### config.mk
export PLATFORM = sky130hd
export DESIGN_NAME = pfsp_top
export DESIGN_NICKNAME = d
export VERILOG_FILES = /design/src/core/pfsp_pkg.sv /design/src/core/pfsp_map_if.sv /design/src/core/pfsp_sizer.sv /design/src/core/pfsp_top.sv
export VERILOG_INCLUDE_DIRS = /design/src /design/src/core
export SDC_FILE = /design/constraint.sdc
export NUM_CORES = 1
export LEC_CHECK = 0
export BUFFER_PORTS_ARGS = -buffer_cell sky130_fd_sc_hd__buf_2
export CORE_AREA = 3 3 123 125
export CTS_CLUSTER_SIZE = 12
export DETAILED_ROUTE_END_ITERATION = 8
export DIE_AREA = 0 0 126 128
export PLACE_DENSITY = 0.71
export RECOVER_POWER = 25
export SKIP_LAST_GASP = 1
export SLEW_MARGIN = 20
export SYNTH_ARGS = -nofsm -noshare
export SYNTH_HDL_FRONTEND = slang
export SYNTH_SLANG_ARGS = --single-unit
### constraint.sdc
create_clock -name mclk -period 9.6 [get_ports mclk]
set_input_delay 0.48 -clock mclk [delete_from_list [all_inputs] [get_ports mclk]]
set_output_delay 0.48 -clock mclk [all_outputs]
set_load 0.02 [all_outputs]
### src/core/pfsp_consts.svh
// Constants for the program flash segment protection block.
`ifndef PFSP_CONSTS_SVH
`define PFSP_CONSTS_SVH
`define PFSP_ADDR_W 24
`define PFSP_PAGE_SHIFT 10
`define PFSP_PAGE_WORDS 1024
`define PFSP_IVT_WORDS 512
`define PFSP_MIN_PAGES_PLAIN 13'h0001
`define PFSP_MIN_PAGES_ALT 13'h0002
`define PFSP_FLASH_PAGES 13'h0040
`define PFSP_CFG_PAGES 13'h0001
`define PFSP_PAGE_CNT_W 13
`define PFSP_REG_SEC 4'h0
`define PFSP_REG_LIM 4'h1
`define PFSP_REG_STATUS 4'h2
`define PFSP_REG_LASTREQ 4'h3
`define PFSP_SEC_BOOT_WP 0
`define PFSP_SEC_BOOT_CP_LO 1
`define PFSP_SEC_BOOT_EN 3
`define PFSP_SEC_GEN_WP 4
`define PFSP_SEC_GEN_CP_LO 5
`define PFSP_SEC_CFG_WP 8
`define PFSP_SEC_CFG_CP_LO 9
`define PFSP_SEC_ALT_EN 12
`define PFSP_SEC_RESET 16'h0000
`define PFSP_LIM_RESET 16'h0001
`endif

### src/core/pfsp_pkg.sv
// Types for the program flash segment protection block.
package pfsp_pkg;
    typedef enum logic [1:0] {
        PFSP_REG_BOOT = 2'b00,
        PFSP_REG_GEN = 2'b01,
        PFSP_REG_CFG = 2'b10,
        PFSP_REG_NONE = 2'b11
    } pfsp_region_t;
    typedef enum logic [1:0] {
        PFSP_OP_FETCH = 2'b00,
        PFSP_OP_READ = 2'b01,
        PFSP_OP_PROG = 2'b10,
        PFSP_OP_ERASE = 2'b11
    } pfsp_op_t;
    typedef enum logic [1:0] {
        PFSP_ST_IDLE = 2'b00,
        PFSP_ST_GRANT = 2'b01,
        PFSP_ST_DENY = 2'b10
    } pfsp_state_t;
endpackage

### src/core/pfsp_map_if.sv
// Interface carrying segment bounds between the sizer and the checker.
`timescale 1ns/100ps
`default_nettype none
`include "pfsp_consts.svh"
interface pfsp_map_if;
    logic [`PFSP_PAGE_CNT_W-1:0] bootPages;
    logic [`PFSP_PAGE_CNT_W-1:0] altPage;
    logic [`PFSP_PAGE_CNT_W-1:0] genFirst;
    logic [`PFSP_PAGE_CNT_W-1:0] cfgFirst;
    logic bootOn;
    logic altOn;
    modport sizer (output bootPages, altPage, genFirst, cfgFirst, bootOn, altOn);
    modport user (input bootPages, altPage, genFirst, cfgFirst, bootOn, altOn);
endinterface
`default_nettype wire

### src/core/pfsp_sizer.sv
// Segment sizer: turns the page count and vector option into bounds.
`timescale 1ns/100ps
`default_nettype none
`include "pfsp_consts.svh"
module pfsp_sizer (
    input wire logic [`PFSP_PAGE_CNT_W-1:0] bootPageCount,
    input wire logic altEnable,
    input wire logic bootEnable,
    pfsp_map_if.sizer map
);
    wire logic [`PFSP_PAGE_CNT_W-1:0] minPages;
    wire logic [`PFSP_PAGE_CNT_W-1:0] clampPages;
    wire logic [`PFSP_PAGE_CNT_W-1:0] maxPages;
    assign minPages = altEnable ? `PFSP_MIN_PAGES_ALT : `PFSP_MIN_PAGES_PLAIN;
    assign maxPages = `PFSP_FLASH_PAGES - `PFSP_CFG_PAGES;
    assign clampPages = (bootPageCount < minPages) ? minPages :
        ((bootPageCount > maxPages) ? maxPages : bootPageCount);
    assign map.bootPages = bootEnable ? clampPages : '0;
    assign map.altPage = clampPages - 13'h0001;
    assign map.genFirst = map.bootPages;
    assign map.cfgFirst = maxPages;
    assign map.bootOn = bootEnable;
    assign map.altOn = altEnable & bootEnable;
endmodule // pfsp_sizer
`default_nettype wire

### src/core/pfsp_top.sv
// Program flash segment protection: access checker with register port.
// Overview of operation
// - Flash splits into boot, general, configuration regions.
// - Boot most privileged; general least.
// - Configuration region sits at top of flash.
// - Security word sets per-region protect and write-lock.
// - Boot size is page count times 1024 words.
// - Minimum boot size one page without alternate table.
// - Alternate table fills last boot page; two-page minimum.
// - Boot write-lock excludes alternate table page.
// - Boot code may always rewrite last boot page.
// - General region follows boot, up to configuration.
// - Primary table uses general security without boot.
// - Primary table locked if boot or general locked, except for boot code when boot is one page.
`timescale 1ns/100ps
`default_nettype none
`include "pfsp_consts.svh"
module pfsp_top #(
    parameter int ADDR_W = `PFSP_ADDR_W
) (
    input wire logic mclk,
    input wire logic rst,
    input wire logic [3:0] regAddr,
    input wire logic [15:0] regWdata,
    input wire logic regWr,
    input wire logic regRd,
    output logic [15:0] regRdata,
    input wire logic reqValid,
    input wire logic [ADDR_W-1:0] reqAddr,
    input wire logic [1:0] reqOp,
    input wire logic [ADDR_W-1:0] reqPc,
    output logic reqGrant,
    output logic reqDeny,
    output logic flashEn,
    output logic [ADDR_W-1:0] flashAddr,
    output logic [1:0] flashOp
);
    // ****************************************
    // Configuration words and status
    // ****************************************
    logic [15:0] securityConfigWord;
    logic [15:0] bootLimitConfigWord;
    logic [15:0] denyCount;
    logic [15:0] lastDenyPage;
    pfsp_pkg::pfsp_state_t state;
    pfsp_map_if map ();

    pfsp_sizer u_sizer (
        .bootPageCount(bootLimitConfigWord[`PFSP_PAGE_CNT_W-1:0]),
        .altEnable(securityConfigWord[`PFSP_SEC_ALT_EN]),
        .bootEnable(securityConfigWord[`PFSP_SEC_BOOT_EN]),
        .map(map)
    );

    // ****************************************
    // Region decode
    // ****************************************
    function automatic pfsp_pkg::pfsp_region_t regionOf(
        input logic [`PFSP_PAGE_CNT_W-1:0] page,
        input logic [`PFSP_PAGE_CNT_W-1:0] genFirst,
        input logic [`PFSP_PAGE_CNT_W-1:0] cfgFirst
    );
        if (page >= `PFSP_FLASH_PAGES)
            regionOf = pfsp_pkg::PFSP_REG_NONE;
        else if (page >= cfgFirst)
            regionOf = pfsp_pkg::PFSP_REG_CFG;
        else if (page < genFirst)
            regionOf = pfsp_pkg::PFSP_REG_BOOT;
        else
            regionOf = pfsp_pkg::PFSP_REG_GEN;
    endfunction

    wire logic [`PFSP_PAGE_CNT_W-1:0] tgtPage;
    wire logic [`PFSP_PAGE_CNT_W-1:0] pcPage;
    wire pfsp_pkg::pfsp_region_t tgtRegion;
    wire pfsp_pkg::pfsp_region_t pcRegion;
    assign tgtPage = `PFSP_PAGE_CNT_W'(reqAddr >> `PFSP_PAGE_SHIFT);
    assign pcPage = `PFSP_PAGE_CNT_W'(reqPc >> `PFSP_PAGE_SHIFT);
    wire logic tgtOutside;
    wire logic pcOutside;
    assign tgtOutside = (reqAddr >> `PFSP_PAGE_SHIFT) >= ADDR_W'(`PFSP_FLASH_PAGES);
    assign pcOutside = (reqPc >> `PFSP_PAGE_SHIFT) >= ADDR_W'(`PFSP_FLASH_PAGES);
    assign tgtRegion = tgtOutside ? pfsp_pkg::PFSP_REG_NONE :
        regionOf(tgtPage, map.genFirst, map.cfgFirst);
    assign pcRegion = pcOutside ? pfsp_pkg::PFSP_REG_NONE :
        regionOf(pcPage, map.genFirst, map.cfgFirst);

    wire logic bootWp;
    wire logic genWp;
    wire logic cfgWp;
    wire logic [1:0] bootCp;
    wire logic [1:0] genCp;
    wire logic [1:0] cfgCp;
    assign bootWp = securityConfigWord[`PFSP_SEC_BOOT_WP] & map.bootOn;
    assign genWp = securityConfigWord[`PFSP_SEC_GEN_WP];
    assign cfgWp = securityConfigWord[`PFSP_SEC_CFG_WP];
    assign bootCp = securityConfigWord[`PFSP_SEC_BOOT_CP_LO +: 2];
    assign genCp = securityConfigWord[`PFSP_SEC_GEN_CP_LO +: 2];
    assign cfgCp = securityConfigWord[`PFSP_SEC_CFG_CP_LO +: 2];

    wire logic isWrite;
    wire logic isPrimary;
    wire logic isAltPage;
    assign isWrite = reqOp[1];
    assign isPrimary = (reqAddr < ADDR_W'(`PFSP_IVT_WORDS));
    assign isAltPage = map.altOn && (tgtPage == map.altPage) &&
        (tgtRegion == pfsp_pkg::PFSP_REG_BOOT);

    // ****************************************
    // Write permission
    // ****************************************
    wire logic fromBoot;
    wire logic lastBootPage;
    wire logic regionLocked;
    wire logic writeOk;
    assign fromBoot = map.bootOn && (pcRegion == pfsp_pkg::PFSP_REG_BOOT);
    assign lastBootPage = map.bootOn && (tgtPage == map.altPage) &&
        (tgtRegion == pfsp_pkg::PFSP_REG_BOOT);
    assign regionLocked =
        (tgtRegion == pfsp_pkg::PFSP_REG_BOOT) ? (bootWp & ~isAltPage) :
        (tgtRegion == pfsp_pkg::PFSP_REG_GEN) ? genWp :
        (tgtRegion == pfsp_pkg::PFSP_REG_CFG) ? cfgWp : 1'b1;
    assign writeOk = (fromBoot && lastBootPage) ||
        (!(isPrimary && (bootWp || genWp)) && !regionLocked);

    // ****************************************
    // Read and fetch permission
    // ****************************************
    wire logic [1:0] tgtCp;
    wire logic [1:0] effCp;
    wire logic readOk;
    assign tgtCp = (tgtRegion == pfsp_pkg::PFSP_REG_BOOT) ? bootCp :
        (tgtRegion == pfsp_pkg::PFSP_REG_GEN) ? genCp : cfgCp;
    assign effCp = (isPrimary && !map.bootOn) ? genCp : tgtCp;
    assign readOk = (tgtRegion != pfsp_pkg::PFSP_REG_NONE) &&
        ((effCp == 2'b00) || fromBoot || (pcRegion == tgtRegion));

    wire logic allow;
    assign allow = isWrite ? writeOk : readOk;

    // ****************************************
    // Request sequencer
    // ****************************************
    pfsp_pkg::pfsp_state_t next_state;
    assign next_state = !reqValid ? pfsp_pkg::PFSP_ST_IDLE :
        (allow ? pfsp_pkg::PFSP_ST_GRANT : pfsp_pkg::PFSP_ST_DENY);

    always_ff @(posedge mclk)
    begin
        if (rst)
            state <= pfsp_pkg::PFSP_ST_IDLE;
        else
            state <= next_state;
    end

    always_comb
    begin
        case (state)
            pfsp_pkg::PFSP_ST_GRANT:
            begin
                reqGrant = 1'b1;
                reqDeny = 1'b0;
            end
            pfsp_pkg::PFSP_ST_DENY:
            begin
                reqGrant = 1'b0;
                reqDeny = 1'b1;
            end
            default:
            begin
                reqGrant = 1'b0;
                reqDeny = 1'b0;
            end
        endcase
    end

    always_ff @(posedge mclk)
    begin
        if (rst)
        begin
            flashEn <= 1'b0;
            flashAddr <= '0;
            flashOp <= 2'h0;
        end
        else
        begin
            flashEn <= reqValid && allow;
            flashAddr <= reqAddr;
            flashOp <= reqOp;
        end
    end

    // ****************************************
    // Register port
    // ****************************************
    wire logic denyEvent;
    assign denyEvent = reqValid && !allow;

    always_ff @(posedge mclk)
    begin
        if (rst)
        begin
            securityConfigWord <= `PFSP_SEC_RESET;
            bootLimitConfigWord <= `PFSP_LIM_RESET;
        end
        else if (regWr && regAddr == `PFSP_REG_SEC)
            securityConfigWord <= regWdata;
        else if (regWr && regAddr == `PFSP_REG_LIM)
            bootLimitConfigWord <= regWdata;
    end

    always_ff @(posedge mclk)
    begin
        if (rst)
        begin
            denyCount <= 16'h0000;
            lastDenyPage <= 16'h0000;
        end
        else if (denyEvent)
        begin
            denyCount <= denyCount + 16'h0001;
            lastDenyPage <= {3'h0, tgtPage};
        end
        else if (regWr && regAddr == `PFSP_REG_STATUS)
            denyCount <= 16'h0000;
    end

    wire logic [15:0] rdMux;
    assign rdMux = (regAddr == `PFSP_REG_SEC) ? securityConfigWord :
        (regAddr == `PFSP_REG_LIM) ? bootLimitConfigWord :
        (regAddr == `PFSP_REG_STATUS) ? denyCount :
        (regAddr == `PFSP_REG_LASTREQ) ? lastDenyPage : 16'h0000;

    always_ff @(posedge mclk)
    begin
        if (rst)
            regRdata <= 16'h0000;
        else
            regRdata <= regRd ? rdMux : 16'h0000;
    end

    // ****************************************
    // Checks
    // ****************************************
    primary_lock_a: assert property (@(posedge mclk) disable iff (rst)
        (reqValid && isWrite && isPrimary && (bootWp || genWp) && !(fromBoot && lastBootPage))
        |=> reqDeny && !flashEn)
        else $error("Primary table write passed while locked.");
    refused_write_a: assert property (@(posedge mclk) disable iff (rst)
        reqDeny |-> !flashEn)
        else $error("Refused request reached the flash.");
    last_page_a: assert property (@(posedge mclk) disable iff (rst)
        (reqValid && isWrite && fromBoot && lastBootPage) |=> reqGrant && flashEn)
        else $error("Boot code could not rewrite last boot page.");
    alt_min_a: assert property (@(posedge mclk) disable iff (rst)
        (map.altOn) |-> (map.genFirst >= 13'h0002))
        else $error("Boot region below two pages with alternate table.");
    boot_min_a: assert property (@(posedge mclk) disable iff (rst)
        (map.bootOn) |-> (map.genFirst >= 13'h0001))
        else $error("Boot region below one page.");
    alt_unlocked_a: assert property (@(posedge mclk) disable iff (rst)
        (reqValid && isWrite && isAltPage && !genWp && !isPrimary) |=> reqGrant)
        else $error("Alternate table page blocked by boot lock.");
    gen_lock_a: assert property (@(posedge mclk) disable iff (rst)
        (reqValid && isWrite && tgtRegion == pfsp_pkg::PFSP_REG_GEN && genWp)
        |=> reqDeny)
        else $error("General region write passed while locked.");
    cfg_top_a: assert property (@(posedge mclk) disable iff (rst)
        (reqValid && !tgtOutside && tgtPage == `PFSP_FLASH_PAGES - 13'h0001)
        |-> tgtRegion == pfsp_pkg::PFSP_REG_CFG)
        else $error("Top page not in configuration region.");
    grant_one_a: assert property (@(posedge mclk) disable iff (rst)
        !reqValid |=> !reqGrant && !reqDeny)
        else $error("Answer without request.");

    // ****************************************
    // Region and count checks
    // ****************************************
    region_three_a: assert property (@(posedge mclk) disable iff (rst)
        (!tgtOutside && tgtPage < `PFSP_FLASH_PAGES)
        |-> (tgtRegion != pfsp_pkg::PFSP_REG_NONE))
        else $error("In-flash page mapped to no region.");
    outside_deny_a: assert property (@(posedge mclk) disable iff (rst)
        (reqValid && tgtRegion == pfsp_pkg::PFSP_REG_NONE)
        |=> reqDeny && !flashEn)
        else $error("Access beyond flash was granted.");
    boot_read_a: assert property (@(posedge mclk) disable iff (rst)
        (reqValid && !isWrite && fromBoot && tgtRegion != pfsp_pkg::PFSP_REG_NONE)
        |=> reqGrant)
        else $error("Boot code refused a read.");
    gen_guard_a: assert property (@(posedge mclk) disable iff (rst)
        (reqValid && !isWrite && tgtRegion == pfsp_pkg::PFSP_REG_BOOT && bootCp != 2'b00 &&
        pcRegion == pfsp_pkg::PFSP_REG_GEN) |=> reqDeny)
        else $error("General code read protected boot page.");
    cfg_lock_a: assert property (@(posedge mclk) disable iff (rst)
        (reqValid && isWrite && tgtRegion == pfsp_pkg::PFSP_REG_CFG && cfgWp)
        |=> reqDeny)
        else $error("Configuration write passed while locked.");
    boot_lock_a: assert property (@(posedge mclk) disable iff (rst)
        (reqValid && isWrite && tgtRegion == pfsp_pkg::PFSP_REG_BOOT && bootWp && !lastBootPage)
        |=> reqDeny)
        else $error("Boot region write passed while locked.");
    boot_size_a: assert property (@(posedge mclk) disable iff (rst)
        (map.bootOn && bootLimitConfigWord[12:0] >= 13'h0002 &&
        bootLimitConfigWord[12:0] < 13'h003F) |-> (map.genFirst == bootLimitConfigWord[12:0]))
        else $error("Boot size differs from page count.");
    boot_off_a: assert property (@(posedge mclk) disable iff (rst)
        !map.bootOn
        |-> (map.genFirst == 13'h0000))
        else $error("General region does not start at page zero.");
    gen_span_a: assert property (@(posedge mclk) disable iff (rst)
        (reqValid && tgtPage >= map.genFirst && tgtPage < map.cfgFirst && !tgtOutside)
        |-> (tgtRegion == pfsp_pkg::PFSP_REG_GEN))
        else $error("Page between boot and configuration not general.");
    gen_after_a: assert property (@(posedge mclk) disable iff (rst)
        (reqValid && map.bootOn && !tgtOutside && tgtPage == map.genFirst - 13'h0001)
        |-> (tgtRegion == pfsp_pkg::PFSP_REG_BOOT))
        else $error("Page before general region not boot.");
    alt_page_a: assert property (@(posedge mclk) disable iff (rst)
        map.altOn
        |-> (map.altPage == map.genFirst - 13'h0001))
        else $error("Alternate table not on last boot page.");
    primary_share_a: assert property (@(posedge mclk) disable iff (rst)
        (reqValid && !isWrite && isPrimary && !map.bootOn && genCp != 2'b00 &&
        pcRegion != pfsp_pkg::PFSP_REG_GEN) |=> reqDeny)
        else $error("Primary table ignored general read protection.");
    primary_boot_a: assert property (@(posedge mclk) disable iff (rst)
        (reqValid && !isWrite && isPrimary && map.bootOn && bootCp == 2'b00)
        |=> reqGrant)
        else $error("Primary table did not follow open boot level.");
    flash_grant_a: assert property (@(posedge mclk) disable iff (rst)
        flashEn
        |-> reqGrant)
        else $error("Flash enabled without a grant.");
    answer_once_a: assert property (@(posedge mclk) disable iff (rst)
        reqValid
        |=> (reqGrant ^ reqDeny))
        else $error("Request not answered exactly once.");
    deny_count_a: assert property (@(posedge mclk) disable iff (rst)
        (reqValid && !allow)
        |=> (denyCount == $past(denyCount) + 16'h0001))
        else $error("Refusal not counted.");
endmodule // pfsp_top
`default_nettype wire

## Yosys cells after proc, flatten, opt, wreduce, memory -nomap -nowiden

Index checks and enable logic that the tools add are counted.

| operators by class | value |
|---|---|
| equal/unequal tests | 10 |
| reduce and logical (&&, ||, !) cells | 31 |
| mux-type cells | 28 |
| magnitude comparators | 11 |
| bitwise operators | 7 |
| add/subtract/negate cells | 2 |

Operators with widths:

| kind | number |
|---|---|
| 16-bit 2-to-1 mux | 5 |
| 13-bit 2-to-1 mux | 4 |
| 13-bit < comparator | 3 |
| 14-bit by 7-bit greater-or-equal comparator with 1-bit output, second input constant | 2 |
| 13-bit by 6-bit greater-or-equal comparator with 1-bit output, second input constant | 2 |
| 13-bit by 7-bit greater-or-equal comparator with 1-bit output, second input constant | 2 |
| 24-bit by 10-bit < comparator with 1-bit output, second input constant | 1 |
| 2-bit 2-to-1 mux | 11 |
| 16-bit by 1-bit adder with 16-bit output, second input constant | 1 |
| 1-bit logical AND | 15 |
| 13-bit == test | 1 |
| 13-bit by 6-bit > comparator with 1-bit output, second input constant | 1 |
| 13-bit by 1-bit subtractor with 13-bit output, second input constant | 1 |
| 4-bit by 2-bit == test with 1-bit output, second input constant | 2 |
| 1-bit 2-to-1 mux | 8 |
| 2-bit zero test | 3 |
| 2-bit by 1-bit == test with 1-bit output, second input constant | 2 |
| 2-bit == test, second input constant | 2 |
| 4-bit by 1-bit == test with 1-bit output, second input constant | 1 |
| 1-bit zero test | 4 |
| 4-bit zero test | 1 |
| 1-bit logical OR | 4 |
| 1-bit inverter | 4 |
| 2-bit OR reduction | 2 |
| 5 further kinds | 7 |

| word-level totals | value |
|---|---|
| register bits after elaboration | 106 |
| output and inout port bits | 45 |

## Logic depth before layout (Yosys ltp)

Gate-level depths: netlist (run 1).

| depth | value |
|---|---|
| depth after elaboration | 21 |
| gate-level depth with buffers | 20 |

## Modules after synthesis

Synthesis (run 1) repeated with hierarchy kept, for this count alone.

| unflattened totals | value |
|---|---|
| cell total of the unflattened synthesis | 752 |
| area total of the unflattened synthesis | 6,242.2 µm² |

By module, submodules not included:

| module | sequential area each (µm²) | instances | area an instance (µm²) | cells each |
|---|---|---|---|---|
| pfsp_top | 2,122.0 | 1 | 5,621.6 | 664 |
| pfsp_sizer | 0.0 | 1 | 620.6 | 88 |

## Least setup slack after synthesis (run 1)

No wires, ideal clock.

| timing path | value |
|---|---|
| path type | register -> register |
| from | register securityConfigWord[12] |
| to | register denyCount[11] |
| data required time | 9.484 ns |
| setup slack | 5.138 ns |
| stages on the path, launching flop included | 21 |
| arrival time | 4.347 ns |
| clock period less this slack | 4.462 ns |
| cells stage by stage | dfxtp_1 -> inv_1 -> ha_1 -> or3_4 -> or4_4 -> a21oi_1 -> nor2_1 -> nor2_1 -> ha_1 -> or4b_2 -> nor4_1 -> mux2i_1 -> and4_1 -> o211a_1 -> nand4_1 -> o211ai_1 -> o311a_1 -> buf_4 -> buf_6 -> a21oi_1 -> a31o_1 |

| between the ends | value |
|---|---|
| word-level cells in the longest chain between the ends | 21 |
| elaborated cells between the ends (all ways) | 49 |
| classes of those cells | add/sub: 1; order compare: 3; eq/ne: 5; mux: 19; bitwise: 3; reduce/logical: 18 |

Ends and longest elaborated chain:

| item | RTL line | source |
|---|---|---|
| from (decl) | pfsp_top.sv:41 | `logic [15:0] securityConfigWord;` |
| from (signal assigned) | pfsp_top.sv:203 | `` securityConfigWord <= `PFSP_SEC_RESET; `` |
| from (signal assigned) | pfsp_top.sv:207 | `securityConfigWord <= regWdata;` |
| 2-bit 2-to-1 mux (no source line) | -- |  |
| 13-bit < comparator | pfsp_sizer.sv:16 | `assign clampPages = (bootPageCount < minPages) ? minPages :` |
| 13-bit 2-to-1 mux | pfsp_sizer.sv:16 |  |
| 13-bit 2-to-1 mux | pfsp_sizer.sv:18 | `assign map.bootPages = bootEnable ? clampPages : '0;` |
| 13-bit < comparator | pfsp_top.sv:67 | `else if (page < genFirst)` |
| 1-bit 2-to-1 mux | pfsp_top.sv:67 |  |
| 2-bit 2-to-1 mux | pfsp_top.sv:65 | `else if (page >= cfgFirst)` |
| 2-bit 2-to-1 mux | pfsp_top.sv:63 | `` if (page >= `PFSP_FLASH_PAGES) `` |
| [... 5 more ...] | -- |  |
| 2-bit zero test / 1-bit 2-to-1 mux (equally long branches) | pfsp_top.sv:136, pfsp_top.sv:120 |  |
| 1-bit logical OR / 1-bit zero test (equally long branches) | pfsp_top.sv:136, pfsp_top.sv:124 |  |
| 1-bit logical OR / 1-bit logical AND (equally long branches) | pfsp_top.sv:136, pfsp_top.sv:124 |  |
| 1-bit logical AND / 1-bit logical OR (equally long branches) | pfsp_top.sv:135, pfsp_top.sv:123 |  |
| 1-bit 2-to-1 mux (*) | pfsp_top.sv:139 | `assign allow = isWrite ? writeOk : readOk;` |
| 1-bit zero test (*) | pfsp_top.sv:197 | `assign denyEvent = reqValid && !allow;` |
| 1-bit logical AND (*) | pfsp_top.sv:197 |  |
| 16-bit 2-to-1 mux / 2-bit nonzero test (equally long branches) | -- |  |
| to (signal assigned) | pfsp_top.sv:221 | `denyCount <= denyCount + 16'h0001;` |
| to (decl) | pfsp_top.sv:43 | `logic [15:0] denyCount;` |

Mark *: on every way between the ends. The rest lies on a longest branch, timed or not.
A chain may end at the register's enable or synchronous reset.

## Worst setup path after layout (run 1)

| timing path | value |
|---|---|
| from | register securityConfigWord[12] |
| to | register denyCount[14] |

The elaborated chain is that of the path after synthesis.

==> metrics.txt, run 1 <==
final total power=924 uW; Overflow after GRT=0; worst slew pin tran=3.26 ns; area of the multi-input gates=3220 um^2; first-pass GRT wire length=23800 um; initial antenna violation count=0; CTS tree=done; drt wl/cell=15.9 um; crit end category=register; Post-CTS Setup Repair Bufs=0; count of final setup violators=0; max cap viols=1; worst hold path type=in2reg; fin area=roughly 6400 um^2; Via-to-Cell Ratio=5.45; Hold Fails Final Rpt=0; Max Slew Vio Count=77; die height=approximately 130 um; Initial DRC Count=403; Vias=5163; Worst EP arrival=6.24 ns; # diodes=0; Setup Skew=between 0.01 and 0.015 ns; top_reg_cell synth=dfxtp_1; die area=16100 um^2; Reg area=2120 um^2; dpl cell area=6170 um^2; All-Layer GR Usage=18.1%; Skew-Pair Late Insertion Delay=approximately 0.35 ns; core region area=roughly 14000 um^2; WL final=15100 um; status=complete, but fails checks; vias in the first global route=around 4800; cts-stage hold buffer count=0; R2R depth=18; Rel. slew slack=-117%; number of remaining DRC errors=0; Cell Area, Synth=about 5500 um^2; Post-Route Setup TNS=0 ns; # clock sinks=approximately 110; share of post-route cells with drive strength above 1=19.5%; achievable frequency=~170 MHz; filler instances=roughly 1400; nets=866; Peak VDD IR=roughly 0.000095 V; failing checks=capacitance limit, slew limit; number of synthesized register bits=106; clock transition at the registers of the reported paths=0.07 ns; Clock Path Buffers=2; drt first pass iters=5; Post-synth EDFFs=0; WP data required=9.84 ns; Mapped Cells=663; yosys warns=0; Final Critical Period=6.00 ns; port bufs=109; Pwr Density=143 nW/um^2; critical path peak fanout=28; largest net degree at the start of global routing=77; leak pwr=0.00249 uW; area growth from synthesis to layout=17.6%; DIE WIDTH=between 100 and 150 um; final RePlAce weighted congestion=0.877; FFs w/ async S/R, synth=0%; Final ANT Viol Nets=0; RSZ-0062 raised after global routing=false; CTS H-tree lvls=3; Num CTS Buffers=9; Startpoint Class=register; Yosys cell types=63; Post-DP HPWL=11000 um; post-CTS sizing=0; kind of critical path=reg2reg; Hold Path Depth=2; Tcrit/Tclk final=62.5%; fraction of the yosys area taken by sequential cells=38.8%; Syn Area/Cell=approximately 8.3 um^2; Root Buffer Master=clkbuf_16; Top-Level Pins=120; row count=43; initial core utilization=39.1%
## kinds of logic after synthesis
logic type / Yosys count / share of synthesized area, %
simple gates: 284 / 26.2
compound gates: 177 / 20.5
flops: 106 / 38.8
buf+inv: 44 / 3.77
fa+ha+maj: 27 / 6.17
mux: 16 / 3.27
xor+xnor: 8 / 1.28
other cells: 1 / 0.0685
## metal layers
layer	share of wire, %	wire, um	vias up	GRT usage, %
li1	-	-	2572	-
met1	46	6930	2394	24.5
met2	45	6800	185	29.2
met3	8.0	1210	12	4.83
met4	0.86	130	0	3.85
met5	0	0	-	0
## per-stage QoR
stage / std cells / utilization [%] / hold WS, ns / setup WS, ns
final: 948 / 46.0 / 0.340 / 3.60
after global routing: 948 / 46.0 / 0.337 / 3.27
after CTS: 948 / 46.2 / 0.331 / 3.68
after detailed placement: 933 / 44.1 / 0.443 / 3.74
after global placement: 933 / 44.1 / 0.441 / 3.81
after floorplan: 676 / - / 0.431 / 5.14
## power by group
| part | leakage, uW | internal, uW | switching [uW] | total [uW] |
|---|---|---|---|---|
| Combinational | 0.00148 | 41.5 | 70.0 | 112 |
| Clock | 0.000142 | 186 | 168 | 355 |
| Sequential | 0.000864 | 451 | 6.28 | 458 |
| Total | 0.00249 | 679 | 245 | 924 |
## cell usage after synthesis, types with 5 or more instances
cell type	n	area share, %
a21oi_1	86	7.9
a22oi_1	16	2.2
a31o_1	10	1.6
and3_1	6	0.69
buf_6	5	1.0
clkbuf_1	30	2.1
dfxtp_1	106	39
ha_1	27	6.2
inv_1	7	0.48
mux2_2	12	2.5
nand2_1	104	7.1
nand2b_1	8	0.91
nand3_1	40	3.7
nand3b_1	6	0.82
nand4_1	5	0.57
nor2_1	25	1.7
nor2b_1	29	3.3
nor3_1	14	1.3
o211ai_1	5	0.69
o21ai_0	23	2.1
or3_1	22	2.5
or4_1	7	0.96
## layout by cell type, fill, tap and decap left out, drive strengths merged, types with 5 or more instances in the layout
master,n
a21oi,86
a22oi,16
a31o,13
and3,6
buf,102
clkbuf,22
conb,14
dfxtp,106
ha,27
inv,10
mux2,12
nand2,106
nand2b,8
nand3,40
nand3b,6
nand4,5
nor2,25
nor2b,29
nor3,14
o211ai,5
o21ai,26
or3,23
or4,8
## area by class of cell
type | instances | area share [%]
sequential | 106 | 32.9
multi-input combinational | 526 | 49.9
clock inverter | 5 | 0.738
clock buffer | 10 | 3.71
inverter | 7 | 0.408
tap | 180 | 3.50
timing repair buffer | 114 | 8.78
## critical path, stage by stage, from the launching register on
cell	delay, ns
dfxtp_1	0.48
inv_1	0.12
ha_1	0.21
or3_4	0.35
or4_4	0.47
a21oi_1	0.15
nor2_1	0.07
nor2_1	0.11
ha_1	0.21
or4b_2	0.64
nor4_1	0.54
mux2i_1	0.31
and4_1	0.22
o211a_1	0.14
nand4_1	0.10
o211ai_1	0.33
o311a_1	0.92
nor2_1	0.23
a32o_1	0.27
## state kept, by name (all words and copies together), names as in the netlist
name                 cells
regRdata                16
state                    2
flashAddr               24
flashEn                  1
bootLimitConfigWord     16
flashOp                  2
denyCount               16
lastDenyPage            13
securityConfigWord      16
## worst paths after layout
| path | startpoint | end | slack (ns) |
|---|---|---|---|
| worst min register to register | bootLimitConfigWord[15] | bootLimitConfigWord[15] | 0.45 |
| worst min-delay path | reqAddr[6] | flashAddr[6] | 0.34 |
| worst max register to register | securityConfigWord[12] | denyCount[14] | 3.60 |
| worst max-delay path | securityConfigWord[12] | denyCount[14] | 3.60 |
Note: power is estimated with default switching activity, not from simulation.
==> run 2, diff against run 1 <==
--- a/config.mk
+++ b/config.mk
@@ -11,7 +11,7 @@
 export CTS_CLUSTER_SIZE = 12
 export DETAILED_ROUTE_END_ITERATION = 8
 export DIE_AREA = 0 0 126 128
-export PLACE_DENSITY = 0.71
+export PLACE_DENSITY = 0.73
 export RECOVER_POWER = 25
 export SKIP_LAST_GASP = 1
 export SLEW_MARGIN = 20
==> constraint.sdc (replaced) <==
create_clock -name mclk -period 5.2 [get_ports mclk]
set_input_delay 0.26 -clock mclk [delete_from_list [all_inputs] [get_ports mclk]]
set_output_delay 0.26 -clock mclk [all_outputs]
set_load 0.02 [all_outputs]
==> run 2 against run 1 <==
Net effect: sequential power up 84%; the flow still finishes with violations (capacitance limit, slew limit); global-route usage up 0.29 points; sequential share of layout area down 0.35 points; final area up 1.1%; highest routed layer unchanged; setup slack worse by 3.3 ns; via count up 0.37%; clock power up 88%; clock skew down 0.0022 ns; wire length up 0.52%.
==> metrics.txt, run 2 (synthesis results as in run 1) <==
achievable frequency=204 MHz (+23%); max reg flops=24 (unchanged); Setup Skew=0.00848 ns (-0.00219 ns); Initial DRC Count=325 (-19%); RSZ-0062 raised after global routing=false; row count=43 (unchanged); commonest non-fill, non-tap cell in the layout=dfxtp_1; cts-stage hold buffer count=0 (unchanged); Setup WS post-layout=0.309 ns (-3.29 ns); first-pass GRT wire length=24500 um (+2.9%); critical path peak fanout=28 (unchanged); Top-Level Pins=120 (unchanged); crit end category=register; # diodes=0 (unchanged); final RePlAce weighted congestion=0.905 (+3.1%); worst slew pin tran=3.32 ns (+0.0586 ns); hold_ws=0.115 ns (-0.225 ns); Tcrit/Tclk final=94.1% (+32 points); initial core utilization=39.1% (unchanged); CTS tree=done; Worst EP arrival=5.13 ns (-1.11 ns); drt wl/cell=15.9 um (about the same); Rel. slew slack=-121% (-3.9 points); WL final=15200 um (+0.52%); Final ANT Viol Nets=0 (unchanged); Max Slew Vio Count=77 (unchanged); Vias=5182 (+0.37%); Num CTS Buffers=9 (unchanged); Post-Route Setup TNS=0 ns (unchanged); drt first pass iters=5 (unchanged); nets=870 (+0.46%); share of post-route cells with drive strength above 1=20.3% (+0.78 points); Final Critical Period=4.89 ns (-1.11 ns); area growth from synthesis to layout=18.9%; Hold Fails Final Rpt=0 (unchanged); port bufs=109 (unchanged); largest register by flop count=flashAddr; CTS H-tree lvls=3 (unchanged); grt met2 use=28.3% (-0.85 points); Top delay family on crit path=simple AND/OR/NAND/NOR gates; commonest non-fill, non-tap cells in the layout=dfxtp_1 (106), nand2_1 (104), buf_2 (98); failing checks=capacitance limit, slew limit; Root Buffer Master=clkbuf_16; count of final setup violators=0 (unchanged); met1 GRT Util=25.6% (+1.1 points); die height=128 um (unchanged); All-Layer GR Usage=18.4% (+0.29 points); largest net degree at the start of global routing=77 (unchanged); CP Cell Sequence=inv_1 -> ha_1 -> or3_4 -> o41ai_1 -> nand3_1 -> inv_1 -> ha_1 -> or4b_2 -> nor4_4 -> mux2i_1 -> and4_1 -> o211a_1 -> nand4_1 -> o211ai_1 -> o311a_1 -> buf_12 -> nor2_1 -> a32o_1; DIE WIDTH=126 um (unchanged); Via-to-Cell Ratio=5.44 (-0.16%); # clock sinks=106 (unchanged); Post-DP HPWL=10900 um (-1.3%); kind of critical path=reg2reg; WP data required=5.44 ns (-4.40 ns); Pwr Density=264 nW/um^2 (+84%); CP max-delay cell=or4b_2; Startpoint Class=register; number of remaining DRC errors=0 (unchanged); status=complete, but fails checks; max cap viols=1 (unchanged); met3 usage=4.46% (-0.37 points); filler instances=1400 (-2.4%); vias in the first global route=4912 (+2.6%); Skew-Pair Late Insertion Delay=0.35 ns (about the same); Peak VDD IR=0.000163 V (+72%); initial antenna violation count=0 (unchanged); leak pwr=0.00252 uW (+1.4%); layer with the highest usage=met2; dpl ws=0.210 ns (-3.53 ns); largest stage delay on the critical path=0.68 ns (-0.24 ns); critical path buffer and inverter count=3 (+2); die area=16100 um^2 (unchanged); core region area=14000 um^2 (unchanged); Overflow after GRT=0 (unchanged); Clock Path Buffers=2 (unchanged); worst hold path type=in2reg; clock transition at the registers of the reported paths=0.07 ns (about the same)
[run 2: cell count changes in the layout (fill, tap and decap cells not counted)]
cell / change
buf_4: +3
a21oi_1: -1
a21oi_2: +1
buf_12: +1
clkbuf_8: +1
clkinv_4: +1
clkinv_8: -1
inv_6: -1
inv_8: +1
nor4_1: -1
nor4_4: +1
[run 2: cell type report]
cell class / instances / area (um^2) / area share [%]
Multi-Input combinational cell: 526 / 3230 / 49.7
Sequential cell: 106 / 2120 / 32.6
Timing Repair Buffer: 118 / 608 / 9.34
Clock buffer: 11 / 253 / 3.88
Tap cell: 180 / 225 / 3.46
Clock inverter: 5 / 42.5 / 0.653
Inverter: 7 / 26.3 / 0.404
[run 2: layer usage]
| metal | part of all wire, % | vias to the layer above |
|---|---|---|
| met5 | 0 | - |
| met3 | 7.6 | 24 |
| met2 | 44 | 181 |
| li1 | - | 2597 |
| met4 | 2.0 | 0 |
| met1 | 46 | 2380 |
[run 2: repair_timing]
item / in CTS / in global routing
endpoints found under the setup margin: 0 / 30
resized for setup: 0 / 2
endpoints found under the hold margin: 0 / 0
buffers inserted: 0 / 0
[run 2: power breakdown]
part / switching, uW / internal [uW]
clock: 310 / 358
sequential: 10.9 / 834
combinational: 131 / 78.7
total: 452 / 1270
[run 2: path summary, 6_finish.rpt]
kind                           start                       to  slack (ns)  depth (start not counted)
max           securityConfigWord[12]             denyCount[3]        0.31                         18
min                       reqAddr[4]             flashAddr[4]        0.12                          2
max reg2reg   securityConfigWord[12]             denyCount[3]        0.31                         18
min reg2reg  bootLimitConfigWord[15]  bootLimitConfigWord[15]        0.46                          2
[run 2: stage by stage]
| step | power [uW] | instance area [um^2] | utilization [%] | std cells |
|---|---|---|---|---|
| 6_report | 1720 | 6510 | 46.5 | 953 |
| 2_1_floorplan | 989 | 5520 | - | 676 |
| 4_1_cts | 1730 | 6510 | 46.5 | 953 |
| 3_5_place_dp | 1070 | 6210 | 44.4 | 937 |
| 5_1_grt | 1790 | 6510 | 46.5 | 953 |
| 3_3_place_gp | 1070 | 6210 | 44.4 | 937 |
==> run 3, diff against run 2 <==
--- a/config.mk
+++ b/config.mk
@@ -6,11 +6,12 @@
 export SDC_FILE = /design/constraint.sdc
 export NUM_CORES = 1
 export LEC_CHECK = 0
+export ABC_AREA = 1
 export BUFFER_PORTS_ARGS = -buffer_cell sky130_fd_sc_hd__buf_2
-export CORE_AREA = 3 3 123 125
+export CORE_AREA = 3 3 124 126
 export CTS_CLUSTER_SIZE = 12
 export DETAILED_ROUTE_END_ITERATION = 8
-export DIE_AREA = 0 0 126 128
+export DIE_AREA = 0 0 127 129
 export PLACE_DENSITY = 0.73
 export RECOVER_POWER = 25
 export SKIP_LAST_GASP = 1
==> run 3 against run 2 <==
Net effect: the flow still finishes with violations (capacitance limit, slew limit); final area increased by 0.71%; setup slack improved by 1.0 ns; utilization shrank 1.1 points; maximum frequency is 27% higher; cell count is 13% higher; register-to-register slack better by 1.0 ns; combinational power increased by 11%; largest cell class unchanged.
==> metrics.txt, run 3 <==
status=complete, but fails checks; failing checks=capacitance limit, slew limit; port bufs=109 (unchanged); largest stage delay on the critical path=0.46 ns (-0.22 ns); Max Slew Vio Count=58 (-25%); Post-CTS Setup Repair Bufs=0 (unchanged); cts-stage hold buffer count=0 (unchanged); Skew-Pair Late Insertion Delay=0.36 ns (about the same); CTS tree=done; Setup Skew=0.0115 ns (+0.00306 ns); initial core utilization=38.6% (-0.57 points); Post-DP HPWL=11200 um (+2.9%); commonest non-fill, non-tap cell in the layout=nand2_1; RSZ-0062 raised after global routing=false; largest net degree at the start of global routing=58 (-25%); final total power=1790 uW (+4.1%); Pwr Density=273 nW/um^2 (+3.4%); yosys warns=0 (unchanged); synth top area cells=dfxtp_1 (38%), nand2_1 (9.2%), nor2_1 (7.4%), a21oi_1 (7.0%), inv_1 (6.7%); CP max-delay cell=dfxtp_1; Setup WS post-layout=1.34 ns (+1.03 ns); All-Layer GR Usage=18.1% (-0.25 points); largest register by flop count=flashAddr; Syn Area/Cell=7.14 um^2 (-14%); fraction of the yosys area taken by sequential cells=38.1% (-0.62 points); Clock Path Buffers=2 (unchanged); Worst EP arrival=4.11 ns (-1.02 ns); Final ANT Viol Nets=0 (unchanged); worst slew pin tran=2.78 ns (-0.541 ns); WP data required=5.45 ns (about the same); Peak VDD IR=0.000147 V (-9.7%); Rel. slew slack=-85.1% (+36 points); vias in the first global route=4904 (-0.16%); Final Critical Period=3.86 ns (-1.03 ns); number of synthesized register bits=106 (unchanged); Yosys cell types=41 (-35%); max cap viols=1 (unchanged); critical path peak fanout=31 (+11%); core region area=14400 um^2 (+3.1%); Post-Route Setup TNS=0 ns (unchanged); final RePlAce weighted congestion=0.892 (-1.3%); most common cell in the netlist=nand2_1; dpl ws=1.40 ns (+1.19 ns); area growth from synthesis to layout=17.9%; # diodes=0 (unchanged); Num CTS Buffers=9 (unchanged); DIE WIDTH=127 um (+0.79%); Mapped Cells=779 (+17%); WL final=14800 um (-2.1%); achievable frequency=259 MHz (+27%); initial antenna violation count=0 (unchanged); post-CTS sizing=0 (unchanged); row count=44 (+2.3%); nets=989 (+14%); Commonest cells post-synth=nand2_1 (137), nor2_1 (110), dfxtp_1 (106), inv_1 (99), a21oi_1 (78); Placed Cells=1060 (+13%); die area=16400 um^2 (+1.6%); die height=129 um (+0.78%); clock transition at the registers of the reported paths=0.08 ns (about the same); top-area cell type share of the netlist area=38.1% (-0.62 points); Initial DRC Count=442 (+36%); Root Buffer Master=clkbuf_16; cell taking the most area after synthesis=dfxtp_1; CTS H-tree lvls=3 (unchanged); drt wl/cell=13.8 um (-13%); number of remaining DRC errors=0 (unchanged); Cell Area, Synth=5560 um^2 (+1.6%); FFs w/ async S/R, synth=0% (unchanged); drt first pass iters=5 (unchanged); Via-to-Cell Ratio=4.89 (-10%); Hold Fails Final Rpt=0 (unchanged); Vias=5266 (+1.6%); share of post-route cells with drive strength above 1=17.3% (-3.0 points); commonest non-fill, non-tap cells in the layout=nand2_1 (137), nor2_1 (110), dfxtp_1 (106); fin cells=1076 (+13%); leak pwr=0.00282 uW (+12%); max reg flops=24 (unchanged); crit end category=register; Startpoint Class=register; Post-synth EDFFs=0 (unchanged); kind of critical path=reg2reg; Overflow after GRT=0 (unchanged); Top-Level Pins=120 (unchanged); # clock sinks=106 (unchanged); most frequent CP cell=nor2_1; Tcrit/Tclk final=74.2% (-20 points); top_reg_cell synth=dfxtp_1; first-pass GRT wire length=23900 um (-2.4%); count of final setup violators=0 (unchanged); worst hold path type=in2reg
run 3: cell types whose count changed after synthesis, sizes merged, moves of 10 or more:
cell / before / now
a22oi: 16 / 0
or3: 23 / 0
o21ai: 26 / 40
mux2: 12 / 0
nor2: 25 / 118
clkbuf: 30 / 20
nand3: 40 / 51
a31o: 13 / 0
nor2b: 29 / 0
xor2: 4 / 15
o22ai: 0 / 10
nand2: 106 / 148
inv: 7 / 103
run 3: layout make-up:
class | instances | area [um^2]
fill | 1539 | 7870
sequential | 106 | 2120
timing repair buffer | 112 | 551
tap | 184 | 230
multi-input combinational | 554 | 2950
clock inverter | 7 | 86.3
clock buffer | 9 | 225
inverter | 104 | 390
run 3: kinds of logic after synthesis:
family                     count (synthesis)  share of synthesized area [%]
AOI/OAI and AO/OA                        141                           13.7
adders and majority gates                 27                           6.07
buffers and inverters                    132                           9.67
and+or+nand+nor                          356                           29.8
DFF                                      106                           38.1
xor gates and xnor gates                  16                           2.52
other                                      1                         0.0674
run 3: power breakdown:
part           internal (uW)  switching, uW
combinational           79.9            153
sequential               837           11.4
clock                    382            330
total                   1300            494
run 3: per-layer routing:
metal  GRT usage (%)  routed length, um  vias to the layer above
met5               0                  0                        -
met4            7.26                347                        0
met3            3.28                744                       24
met2            31.1               7160                      145
met1            22.7               6590                     2370
li1                -                  -                     2727
run 3: worst paths after layout:
| path | startpoint | endpoint | slack, ns | cells after the start |
|---|---|---|---|---|
| setup / recovery | securityConfigWord[12] | lastDenyPage[12] | 1.34 | 25 |
| hold / removal | reqAddr[0] | flashAddr[0] | 0.10 | 3 |
| setup reg to reg | securityConfigWord[12] | lastDenyPage[12] | 1.34 | 25 |
| hold reg to reg | bootLimitConfigWord[13] | bootLimitConfigWord[13] | 0.46 | 2 |
run 3: worst max-delay path, delay by kind of cell (launching register included):
| family | cells | cell delay, ns |
|---|---|---|
| AND/OR/NAND/NOR | 16 | 2.04 |
| adder cells (fa/ha/maj) | 2 | 0.50 |
| flip-flops | 1 | 0.46 |
| buffers and inverters | 5 | 0.40 |
| XOR/XNOR | 2 | 0.33 |
run 3: through the flow:
stage | area (um^2) | hold WS [ns] | utilization [%]
finish | 6560 | 0.100 | 45.5
global route | 6560 | 0.103 | 45.5
CTS | 6580 | 0.0909 | 45.6
detailed placement | 6260 | 0.445 | 43.4
global placement | 6260 | 0.442 | 43.4
floorplan | 5610 | 0.333 | -
